[src/design/lcsc_pkg.sv]
// constants and types for the led channel select register bank
package lcsc_pkg;
  localparam logic [7:0] OFS_DIM_DEBUG  = 8'h0d;
  localparam logic [7:0] OFS_SEL_INPUT  = 8'h0e;
  localparam logic [7:0] OFS_SAMPLE     = 8'h0f;
  localparam logic [7:0] OFS_CUR_LOW    = 8'h13;
  localparam logic [7:0] OFS_CUR_HI0    = 8'h14;
  localparam logic [7:0] OFS_CUR_HI1    = 8'h15;
  localparam logic [7:0] OFS_CUR_HI2    = 8'h16;
  localparam logic [7:0] OFS_RESERVED   = 8'h17;
  localparam logic [7:0] OFS_OVERHEAT   = 8'h18;
  localparam logic [7:0] OFS_HEADROOM01 = 8'h19;
  localparam logic [7:0] OFS_HEADROOM2  = 8'h1a;
  localparam logic [7:0] OFS_CONVERTER  = 8'h1b;
  // reset values
  localparam logic [7:0] RST_ZERO       = 8'h00;
  localparam logic [7:0] RST_SEL_INPUT  = 8'h24;
  localparam logic [7:0] RST_OVERHEAT   = 8'he4;
  // field positions and codes
  localparam int BIT_VMID_FORCE   = 7;
  localparam int BIT_CONV_FORCE   = 6;
  localparam int BIT_DIM_INVERT   = 2;
  localparam int BIT_ILLEGAL_HOLD = 1;
  localparam int BIT_PERIOD_FREE  = 0;
  localparam int BIT_DIM_OFF      = 7;
  localparam int BIT_POL_FLIP     = 6;
  localparam int BIT_SAMPLE_FREE  = 1;
  localparam int BIT_SAMPLE_OFF   = 0;
  localparam int BIT_CONV_ON      = 0;
  localparam logic [1:0] ROUTE_DIRECT = 2'h3;
  localparam logic [7:0] DIM_ILLEGAL  = 8'hff;
  // headroom step in millivolts
  localparam int HEADROOM_STEP_MV = 10;
  localparam logic [15:0] PERIOD_MAX  = 16'hffff;
  typedef enum logic [1:0] {
    LCSC_MEAS_IDLE = 2'b00,
    LCSC_MEAS_WAIT = 2'b01,
    LCSC_MEAS_RUN  = 2'b10,
    LCSC_MEAS_DONE = 2'b11
  } lcsc_meas_t;
endpackage

[src/design/lcsc_top.sv]
// register bank and channel routing for three led driver channels
`timescale 1ns/1ps
module lcsc_top #(
  parameter int PERIOD_W = 16
) (
  input  wire logic                 clk,
  input  wire logic                 reset_n,
  input  wire logic [7:0]           reg_addr,
  input  wire logic [7:0]           reg_wdata,
  input  wire logic                 reg_wr,
  input  wire logic                 reg_rd,
  output logic      [7:0]           reg_rdata,
  input  wire logic                 colour_select_pin0,
  input  wire logic                 colour_select_pin1,
  input  wire logic                 dim_pin,
  input  wire logic                 vmid_rdy_in,
  input  wire logic                 conv_rdy_in,
  input  wire logic [7:0]           temperature,
  output logic                      vmid_rdy,
  output logic                      conv_rdy,
  output logic                      out_channel_0,
  output logic                      out_channel_1,
  output logic                      out_channel_2,
  output logic                      dimming_active,
  output logic      [7:0]           dim_value,
  output logic                      sample_request,
  output logic                      overheat,
  output logic      [9:0]           current_code_0,
  output logic      [9:0]           current_code_1,
  output logic      [9:0]           current_code_2,
  output logic      [3:0]           driver_margin_set_0,
  output logic      [3:0]           driver_margin_set_1,
  output logic      [3:0]           driver_margin_set_2
);
  import lcsc_pkg::*;

  logic [7:0] dim_debug_r, sel_input_r, sample_r, cur_low_r;
  logic [7:0] cur_hi0_r, cur_hi1_r, cur_hi2_r, overheat_r, head01_r, head2_r, conv_r;
  logic [2:0] sync1_r, sync2_r, held_r;
  logic       direct_mode, dim_enable, dim_in, sel0, sel1, pwm_s;
  logic [2:0] chan_nxt;
  lcsc_meas_t meas_r;
  logic [PERIOD_W-1:0] per_cnt_r;
  logic       dim_prev_r;

  // one-hot channel from a two-bit route code
  function automatic logic [2:0] route_to_chan(input logic [1:0] code);
    case (code)
      2'h0:    route_to_chan = 3'h1;
      2'h1:    route_to_chan = 3'h2;
      2'h2:    route_to_chan = 3'h4;
      default: route_to_chan = 3'h0;
    endcase
  endfunction

  // register writes
  always_ff @(posedge clk)
  begin
    if (!reset_n)
    begin
      dim_debug_r <= RST_ZERO;
      sel_input_r <= RST_SEL_INPUT;
      sample_r    <= RST_ZERO;
      cur_low_r   <= RST_ZERO;
      cur_hi0_r   <= RST_ZERO;
      cur_hi1_r   <= RST_ZERO;
      cur_hi2_r   <= RST_ZERO;
      overheat_r  <= RST_OVERHEAT;
      head01_r    <= RST_ZERO;
      head2_r     <= RST_ZERO;
      conv_r      <= RST_ZERO;
    end
    else if (reg_wr)
    begin
      case (reg_addr)
        OFS_DIM_DEBUG:  dim_debug_r <= reg_wdata;
        OFS_SEL_INPUT:  sel_input_r <= reg_wdata;
        OFS_SAMPLE:     sample_r    <= reg_wdata;
        OFS_CUR_LOW:    cur_low_r   <= reg_wdata;
        OFS_CUR_HI0:    cur_hi0_r   <= reg_wdata;
        OFS_CUR_HI1:    cur_hi1_r   <= reg_wdata;
        OFS_CUR_HI2:    cur_hi2_r   <= reg_wdata;
        OFS_OVERHEAT:   overheat_r  <= reg_wdata;
        OFS_HEADROOM01: head01_r    <= reg_wdata;
        OFS_HEADROOM2:  head2_r     <= reg_wdata;
        OFS_CONVERTER:  conv_r      <= reg_wdata;
        default:        ;
      endcase
    end
  end

  // register reads, reserved slot and unmapped read zero
  always_ff @(posedge clk)
  begin
    if (!reset_n)
      reg_rdata <= RST_ZERO;
    else if (reg_rd)
    begin
      case (reg_addr)
        OFS_DIM_DEBUG:  reg_rdata <= dim_debug_r;
        OFS_SEL_INPUT:  reg_rdata <= sel_input_r;
        OFS_SAMPLE:     reg_rdata <= sample_r;
        OFS_CUR_LOW:    reg_rdata <= cur_low_r;
        OFS_CUR_HI0:    reg_rdata <= cur_hi0_r;
        OFS_CUR_HI1:    reg_rdata <= cur_hi1_r;
        OFS_CUR_HI2:    reg_rdata <= cur_hi2_r;
        OFS_OVERHEAT:   reg_rdata <= overheat_r;
        OFS_HEADROOM01: reg_rdata <= head01_r;
        OFS_HEADROOM2:  reg_rdata <= head2_r;
        OFS_CONVERTER:  reg_rdata <= conv_r;
        default:        reg_rdata <= RST_ZERO;
      endcase
    end
  end

  // pin synchronisers, first stage read only by second
  always_ff @(posedge clk)
  begin
    if (!reset_n)
    begin
      sync1_r <= 3'h0;
      sync2_r <= 3'h0;
    end
    else
    begin
      sync1_r <= {dim_pin, colour_select_pin1, colour_select_pin0};
      sync2_r <= sync1_r;
    end
  end

  // inputs frozen while converter off
  always_ff @(posedge clk)
  begin
    if (!reset_n)
      held_r <= 3'h0;
    else if (conv_r[BIT_CONV_ON])
      held_r <= sync2_r ^ {3{sel_input_r[BIT_POL_FLIP]}};
  end

  // routing decode
  always_comb
  begin
    sel0 = held_r[0];
    sel1 = held_r[1];
    pwm_s = held_r[2];
    direct_mode = (sel_input_r[5:4] == ROUTE_DIRECT) || (sel_input_r[3:2] == ROUTE_DIRECT)
                  || (sel_input_r[1:0] == ROUTE_DIRECT);
    dim_enable = !sel_input_r[BIT_DIM_OFF] && !direct_mode;
    dim_in = pwm_s ^ dim_debug_r[BIT_DIM_INVERT];
    if (direct_mode)
      chan_nxt = {pwm_s, sel1, sel0};
    else
    begin
      case ({sel1, sel0})
        2'b11:   chan_nxt = route_to_chan(sel_input_r[5:4]);
        2'b10:   chan_nxt = route_to_chan(sel_input_r[3:2]);
        2'b01:   chan_nxt = route_to_chan(sel_input_r[1:0]);
        default: chan_nxt = 3'h0;
      endcase
    end
  end

  // channel outputs and status
  always_ff @(posedge clk)
  begin
    if (!reset_n)
    begin
      {out_channel_2, out_channel_1, out_channel_0} <= 3'h0;
      dimming_active <= 1'b0;
      vmid_rdy       <= 1'b0;
      conv_rdy       <= 1'b0;
      sample_request <= 1'b0;
      overheat       <= 1'b0;
    end
    else
    begin
      {out_channel_2, out_channel_1, out_channel_0} <= chan_nxt;
      dimming_active <= dim_enable;
      vmid_rdy       <= vmid_rdy_in || dim_debug_r[BIT_VMID_FORCE];
      conv_rdy       <= conv_rdy_in || dim_debug_r[BIT_CONV_FORCE];
      sample_request <= !sample_r[BIT_SAMPLE_OFF]
                        && (sample_r[BIT_SAMPLE_FREE] || (sel0 || sel1));
      overheat       <= temperature >= overheat_r;
    end
  end

  // current codes and headroom fields
  always_ff @(posedge clk)
  begin
    if (!reset_n)
    begin
      current_code_0 <= 10'h000;
      current_code_1 <= 10'h000;
      current_code_2 <= 10'h000;
      driver_margin_set_0 <= 4'h0;
      driver_margin_set_1 <= 4'h0;
      driver_margin_set_2 <= 4'h0;
    end
    else
    begin
      current_code_0 <= {cur_hi0_r, cur_low_r[1:0]};
      current_code_1 <= {cur_hi1_r, cur_low_r[3:2]};
      current_code_2 <= {cur_hi2_r, cur_low_r[5:4]};
      driver_margin_set_0 <= head01_r[3:0];
      driver_margin_set_1 <= head01_r[7:4];
      driver_margin_set_2 <= head2_r[3:0];
    end
  end

  // dimming period measurement, rising edge to rising edge
  always_ff @(posedge clk)
  begin
    if (!reset_n)
    begin
      meas_r     <= LCSC_MEAS_IDLE;
      per_cnt_r  <= '0;
      dim_prev_r <= 1'b0;
      dim_value  <= RST_ZERO;
    end
    else
    begin
      dim_prev_r <= dim_in;
      case (meas_r)
        LCSC_MEAS_IDLE:
          if (dim_enable)
            meas_r <= LCSC_MEAS_WAIT;
        LCSC_MEAS_WAIT:
          if (!dim_enable)
            meas_r <= LCSC_MEAS_IDLE;
          else if (dim_in && !dim_prev_r)
          begin
            per_cnt_r <= '0;
            meas_r    <= LCSC_MEAS_RUN;
          end
        LCSC_MEAS_RUN:
          if (!dim_enable)
            meas_r <= LCSC_MEAS_IDLE;
          else if (dim_in && !dim_prev_r)
          begin
            per_cnt_r <= '0;
            if (!dim_debug_r[BIT_PERIOD_FREE])
              meas_r <= LCSC_MEAS_DONE;
          end
          else if (&per_cnt_r)
          begin
            // illegal: period overflow
            if (!dim_debug_r[BIT_ILLEGAL_HOLD])
              dim_value <= DIM_ILLEGAL;
            per_cnt_r <= '0;
          end
          else
            per_cnt_r <= per_cnt_r + 1'b1;
        LCSC_MEAS_DONE:
          if (!dim_enable)
            meas_r <= LCSC_MEAS_IDLE;
          else if (dim_debug_r[BIT_PERIOD_FREE])
            meas_r <= LCSC_MEAS_WAIT;
        default: meas_r <= LCSC_MEAS_IDLE;
      endcase
      if (meas_r == LCSC_MEAS_RUN && dim_in && !dim_prev_r)
        dim_value <= per_cnt_r[PERIOD_W-1 -: 8];
    end
  end

  // checks
  vmid_force_a: assert property (@(posedge clk) disable iff (!reset_n)
    $past(dim_debug_r[BIT_VMID_FORCE]) |-> vmid_rdy) else $error("vmid not forced");
  conv_force_a: assert property (@(posedge clk) disable iff (!reset_n)
    $past(dim_debug_r[BIT_CONV_FORCE]) |-> conv_rdy) else $error("conv not forced");
  dim_off_a: assert property (@(posedge clk) disable iff (!reset_n)
    $past(sel_input_r[BIT_DIM_OFF] || direct_mode) |-> !dimming_active)
    else $error("dimming not disabled");
  direct_map_a: assert property (@(posedge clk) disable iff (!reset_n)
    $past(direct_mode) |-> out_channel_0 == $past(held_r[0]) && out_channel_1 == $past(held_r[1])
    && out_channel_2 == $past(held_r[2])) else $error("direct map wrong");
  idle_sel_a: assert property (@(posedge clk) disable iff (!reset_n)
    $past(!direct_mode && held_r[1:0] == 2'b00) |-> !out_channel_0 && !out_channel_1 && !out_channel_2)
    else $error("channel on at 0,0");
  conv_hold_a: assert property (@(posedge clk) disable iff (!reset_n)
    !conv_r[BIT_CONV_ON] |=> $stable(held_r)) else $error("input moved while off");
  sample_off_a: assert property (@(posedge clk) disable iff (!reset_n)
    $past(sample_r[BIT_SAMPLE_OFF]) |-> !sample_request) else $error("sample while off");
  code_pack_a: assert property (@(posedge clk) disable iff (!reset_n)
    current_code_2 == {$past(cur_hi2_r), $past(cur_low_r[5:4])}) else $error("code pack wrong");
endmodule

[config.mk]
export PLATFORM = sky130hd
export DESIGN_NAME = lcsc_top
export DESIGN_NICKNAME = d
export VERILOG_FILES = /design/src/design/lcsc_pkg.sv /design/src/design/lcsc_top.sv
export SDC_FILE = /design/constraint.sdc
export NUM_CORES = 1
export LEC_CHECK = 0
export BUFFER_PORTS_ARGS = -buffer_cell sky130_fd_sc_hd__buf_2
export CAP_MARGIN = 15
export CORE_MARGIN = 2
export CORE_UTILIZATION = 56
export CTS_CLUSTER_SIZE = 30
export DETAILED_ROUTE_END_ITERATION = 12
export PLACE_DENSITY = 0.77
export RECOVER_POWER = 100
export SLEW_MARGIN = 20
export SYNTH_ARGS = -nofsm -noshare
export SYNTH_HDL_FRONTEND = slang
export SYNTH_SLANG_ARGS = --single-unit
[constraint.sdc]
create_clock -name clk -period 2.6 [get_ports clk]
set_input_delay 0.26 -clock clk [delete_from_list [all_inputs] [get_ports clk]]
set_output_delay 0.26 -clock clk [all_outputs]
set_load 0.01 [all_outputs]
==> impl_metrics.json, run 1 <==
{
  "synth_top_area_share_pct": 46.6,
  "max_freq_mhz": 452,
  "areaGrowthSynthToFinish_pct": 13.5,
  "ys_types": 65,
  "rsz0062_at_grt": "false",
  "grt_overflow_total": 0,
  "port-buffer-count": 98,
  "cts_buffer_depth": 2,
  "grt_pass1_vias": 5779,
  "start_kind": "input pin",
  "finalHoldViolations": 0,
  "critPathArrivalTime_ns": 2.56,
  "async_reset_ff_share_pct": 0,
  "maxCapViolations": 0,
  "maxSlewViolCount": 0,
  "clockRootBuffer": "clkbuf_16",
  "dp_hpwl_um": 14000,
  "antenna_left": 0,
  "ys_ff_latch": 182,
  "ctsHtreeMaxLevel": 4,
  "status": "complete, no violations",
  "syn-num-nets": 908,
  "tns_ns": 0,
  "yosys.area.top_type": "dfxtp_1",
  "p_leak_uw": 0.00315,
  "clk_latency_ns": 0.44,
  "hold_path.class": "input pin to flip-flop",
  "final_layout_size_suffix_gt1_share_pct": 10.7,
  "routed_via_density": 5.86,
  "preCtsSetupSlack_ns": 0.438,
  "drc_errors": 0,
  "worst_pin_slew_ns": 1.48,
  "finalCriticalPeriod_ns": 2.21,
  "reg2reg_slack_ns": 0.44,
  "grt_pass1_wl_um": 31900,
  "nNetsFinal": 982,
  "gp_congestion": 0.931,
  "netlist_area_um2": 7820,
  "finalSetupViolCount": 0,
  "use_met2_pct": 43.4,
  "yosysWarningCount": 0,
  "cts.clk_slew.worst_paths_ns": 0.07,
  "fin_crit_sh_pct": 85.1,
  "busiest_layer": "met2",
  "synth-main-ff-cell": "dfxtp_1",
  "avgSynthCellArea_um2": 9.03,
  "timing.setup.critical_path_class": "input pin to flip-flop",
  "cts.sinks": 182,
  "cts_resized": 0,
  "die_w_um": 122,
  "crit_required_ns": 2.94,
  "skew_ns": 0.00605,
  "rows": 43,
  "grt_start_max_net_pins": 57,
  "grtUsageMet1_pct": 39.1,
  "ys_seq_area_share_pct": 46.6,
  "finalCoreUtilization_pct": 64.4,
  "drt-total-wl_um": 20600,
  "fillers": 1211,
  "die-height_um": 122,
  "postSynthCellCount": 866,
  "die-area_um2": 14900,
  "synth_enable_flop_cells": 0,
  "power.density_nw_per_um2": 636,
  "io_pins": 99,
  "track_usage_pct": 27.9,
  "cp_max_fo": 8,
  "met3_usage_pct": 5.29,
  "fin_ws_ns": 0.386,
  "dr.pass1.iters": 5,
  "core_um2": 13800,
  "postCtsSetupRepairBufs": 0,
  "initial_utilization_pct": 56.8,
  "numCtsBuffers": 17,
  "slew-limit-headroom_pct": 1.54,
  "grt_antenna_before_repair": 0,
  "n_antenna_cell": 0,
  "irDropWorstVdd_v": 0.000400,
  "drt_iter0_drc": 726,
  "cts_tree": "done",
  "end_kind": "flip-flop",
  "postCtsHoldBufs": 0,
  "avgRoutedWirePerCell_um": 18.2,
  "vias": 6640,
  "synth_area_leaders": "dfxtp_1 (47%), nand2_1 (5.6%), a21boi_0 (5.4%), o21ai_0 (4.4%), and2_1 (4.2%)"
}
## layer usage
metal	vias to the layer above	routed length, um
li1	3208	-
met1	3100	9140
met2	290	9340
met3	42	1610
met4	0	483
met5	-	0
## per-stage QoR
| stage | total power, uW | area [um2] | hold slack [ns] | cells |
|---|---|---|---|---|
| after floorplan | 3030 | 7820 | 0.370 | 866 |
| after global placement | 3120 | 8430 | 0.413 | 1101 |
| after detailed placement | 3130 | 8430 | 0.419 | 1101 |
| after CTS | 5670 | 9010 | 0.00479 | 1133 |
| after global routing | 5800 | 8870 | 0.0136 | 1133 |
| final | 5640 | 8870 | 0.0115 | 1133 |
## where the power goes
part | internal [uW] | leakage, uW | switching, uW
Sequential | 2800 | 0.00147 | 6.72
Combinational | 84.7 | 0.00140 | 169
Clock | 1460 | 0.000285 | 1130
## kinds of logic after synthesis
family / after synthesis / share of synthesized area [%]
adder cells (fa/ha/maj): 9 / 1.44
AO/OA/AOI/OAI: 241 / 21.2
multiplexers: 38 / 5.17
buffers and inverters: 85 / 4.35
flip-flops: 182 / 46.6
AND/OR/NAND/NOR: 304 / 20.4
XOR/XNOR: 7 / 0.784
## synth_stat cells (all sizes together) (7+ instances only)
master  count
nand4      11
inv        22
a21oi      14
xnor2       7
a311oi      9
nand3      15
mux2        9
and2       53
o21ai      70
mux2i      28
nor3       13
clkbuf     51
o221a       8
o22ai      10
a22oi      11
nor2b      32
dfxtp     182
a211oi      7
a31oi      11
a21boi     64
buf        11
nand2     116
ha          9
nor2       31
## worst max-delay path, cell delays in order
cell and delay (ns):
clkbuf_1 0.10, or4b_1 0.64, nor4_1 0.74, and2_0 0.48
nand2_1 0.09, a21boi_0 0.23
## worst paths after layout
check | to | depth (start not counted) | from
worst max-delay path | cur_low_r[5] | 6 | reg_addr[7]
worst min-delay path | vmid_rdy | 2 | vmid_rdy_in
worst max register to register | dim_value[7] | 6 | per_cnt_r[0]
worst min register to register | sync2_r[1] | 1 | sync1_r[1]
## cell type report
class | instances | area [um2] | area share (%)
sequential | 182 | 3640 | 41.1
clock inverter | 13 | 146 | 1.65
tap | 180 | 225 | 2.54
clock buffer | 19 | 443 | 4.99
multi-input combinational | 599 | 3800 | 42.8
inverter | 23 | 86.3 | 0.973
timing repair buffer | 117 | 528 | 5.95
## registers in the layout, summed over array words and instances, names as in the netlist, 4 cells and up
signal and count:
cur_hi0_r 8, dim_value 8, dim_debug_r 8, sel_input_r 8, conv_r 8, cur_low_r 8
cur_hi2_r 8, current_code_0 10, driver_margin_set_2 4, driver_margin_set_1 4, head01_r 8, overheat_r 8
head2_r 8, current_code_2 10, per_cnt_r 16, cur_hi1_r 8, driver_margin_set_0 4, sample_r 8
current_code_1 10, reg_rdata 8
## layout by cell type, fill, tap and decap left out, drive strengths merged, types with 28 or more instances in the layout
master  count
dfxtp     182
nand2     116
clkbuf     94
o21ai      70
a21boi     64
and2       53
buf        42
nor2b      32
nor2       31
mux2i      28
No activity file was read; power rests on OpenSTA's default activity.
==> run 2: changes to the inputs <==
==> constraint.sdc (replaced) <==
create_clock -name clk -period 2.4 [get_ports clk]
set_input_delay 0.24 -clock clk [delete_from_list [all_inputs] [get_ports clk]]
set_output_delay 0.24 -clock clk [all_outputs]
set_load 0.01 [all_outputs]
==> run 2 against run 1 <==
Combinational power up 9.4%. Highest routed layer unchanged. Global-route usage up 0.24 points. Count of clock-buffer cells in the layout unchanged. Largest power group unchanged. First-iteration DRC count up 2.3%. Clock power up 14%. Critical endpoint is now per_cnt_r[5]. Sequential cell count unchanged. Clock skew up 0.0041 ns.
==> impl_metrics.json, run 2 (synthesis gave the netlist of run 1 again) <==
{
  "maxSlewViolCount": 0,
  "reg2reg_slack_ns": 0.24,
  "rsz0062_at_grt": "false",
  "worst-path-buf-inv": 1,
  "crit_required_ns": 2.76,
  "cp_max_fo": 14,
  "hold_path.class": "input pin to flip-flop",
  "postCtsSetupRepairBufs": 0,
  "numCtsBuffers": 17,
  "reg2reg_to": "per_cnt_r[5]",
  "areaGrowthSynthToFinish_pct": 14.6,
  "fin_crit_sh_pct": 89.9,
  "finalInstanceArea_um2": 8960,
  "antenna_left": 0,
  "min_to": "sync1_r[1]",
  "tns_ns": 0,
  "skew_ns": 0.0101,
  "die-area_um2": 14900,
  "die-height_um": 122,
  "preCtsSetupSlack_ns": 0.264,
  "status": "complete, no violations",
  "mostFrequentLayoutCells": "dfxtp_1 (182), nand2_1 (116), clkbuf_1 (74)",
  "core_um2": 13800,
  "vias": 6683,
  "clockRootBuffer": "clkbuf_16",
  "ff2ff_path_depth": 6,
  "maxCapViolations": 0,
  "end_kind": "flip-flop",
  "met2_length_um": 9060,
  "critPathArrivalTime_ns": 2.51,
  "crit_chain": "a222oi_1, buf_4, nand3_2, nor4_4, o21ai_0, a31oi_1",
  "worstReg2RegStart": "sel_input_r[1]",
  "slew-limit-headroom_pct": 34.5,
  "dpl_cell_area_um2": 8440,
  "port-buffer-count": 98,
  "die_w_um": 122,
  "max_freq_mhz": 463,
  "cts.sinks": 182,
  "track_usage_pct": 28.2,
  "initial_utilization_pct": 56.8,
  "p_leak_uw": 0.00319,
  "dr.max_layer_used": "met4",
  "regMostFlops": "per_cnt_r",
  "fin_ws_ns": 0.241,
  "ctsHtreeMaxLevel": 4,
  "grt_overflow_total": 0,
  "final_common_cell": "dfxtp_1",
  "dp_hpwl_um": 13600,
  "rows": 43,
  "power.density_nw_per_um2": 698,
  "cts.clk_slew.worst_paths_ns": 0.07,
  "dr.pass1.iters": 6,
  "worst_pin_slew_ns": 0.982,
  "clk_latency_ns": 0.43,
  "grt_pass1_vias": 6015,
  "start_kind": "flip-flop",
  "routed_via_density": 5.88,
  "finalHoldViolations": 0,
  "final_layout_size_suffix_gt1_share_pct": 10.6,
  "gp_congestion": 0.962,
  "grt_start_max_net_pins": 169,
  "drc_errors": 0,
  "finalCriticalPeriod_ns": 2.16,
  "irDropWorstVdd_v": 0.000507,
  "grt_antenna_before_repair": 1,
  "cts_tree": "done",
  "timing.setup.critical_path_class": "flip-flop to flip-flop",
  "avgRoutedWirePerCell_um": 17.9,
  "drt-total-wl_um": 20400,
  "min_from": "colour_select_pin1",
  "grt_pass1_wl_um": 32300,
  "io_pins": 99,
  "finalSetupViolCount": 0,
  "wl_met1_um": 9270,
  "largest_reg_flops": 16,
  "cp_top_family": "simple AND/OR/NAND/NOR gates",
  "drt_iter0_drc": 743,
  "slowest_delay_ns": 0.66,
  "dr_wl_met3_um": 1450,
  "nNetsFinal": 984,
  "cts_buffer_depth": 2,
  "holdPathStages": 2,
  "crit_path_top_delay_cell": "nor4_4"
}
run 2: cell types whose count changed in the layout (fill, tap and decap cells not counted), sizes merged:
cell / change
clkinv: +2
dlygate4sd3: +2
buf: +1
clkbuf: -1
diode: +2
bufinv: +2
inv: -4
run 2: worst max path at each step:
stage / startpoint / endpoint / slack (ns) / cells after the start
finish: sel_input_r[1] / per_cnt_r[5] / 0.24 / 6
global route: sel_input_r[1] / per_cnt_r[14] / 0.008 / 6
CTS: sel_input_r[1] / per_cnt_r[5] / 0.24 / 6
detailed placement: sel_input_r[1] / per_cnt_r[5] / 0.26 / 6
global placement: reg_addr[7] / cur_low_r[5] / 0.33 / 6
floorplan: per_cnt_r[0] / dim_value[2] / 0.56 / 6
run 2: repair_timing:
item | in CTS | in global routing
hold buffers | 2 | 0
gates resized for setup | 0 | 0
endpoints found under the hold margin | 2 | 0
run 2: per-layer routing:
| layer | up-vias | global-route usage [%] |
|---|---|---|
| li1 | 3209 | - |
| met1 | 3184 | 39.6 |
| met2 | 243 | 42.2 |
| met3 | 47 | 5.66 |
| met4 | 0 | 11.8 |
| met5 | - | 0 |
run 2: area by class of cell:
type                    count  area (um2)
inverters                  23        86.3
multi-input cells         599        3820
diodes                      2        5.00
flip-flops and latches    182        3640
clock buffers              19         443
clock inverters            13         178
well taps                 180         225
fillers                  1174        4810
repair buffers            119         559
run 2: where the power goes:
group	switching (uW)	internal, uW	total [uW]
clock	1170	1770	2930
sequential	7.71	3030	3040
combinational	184	94.1	278
run 2: metrics by stage:
step,instances,util (%),power (uW),hold WS (ns)
global placement,1101,61.3,3380,0.413
global route,1136,65.0,6430,0.0184
floorplan,866,-,3280,0.350
CTS,1135,65.9,6280,0.00542
finish,1137,65.0,6250,0.0174
detailed placement,1101,61.3,3390,0.419
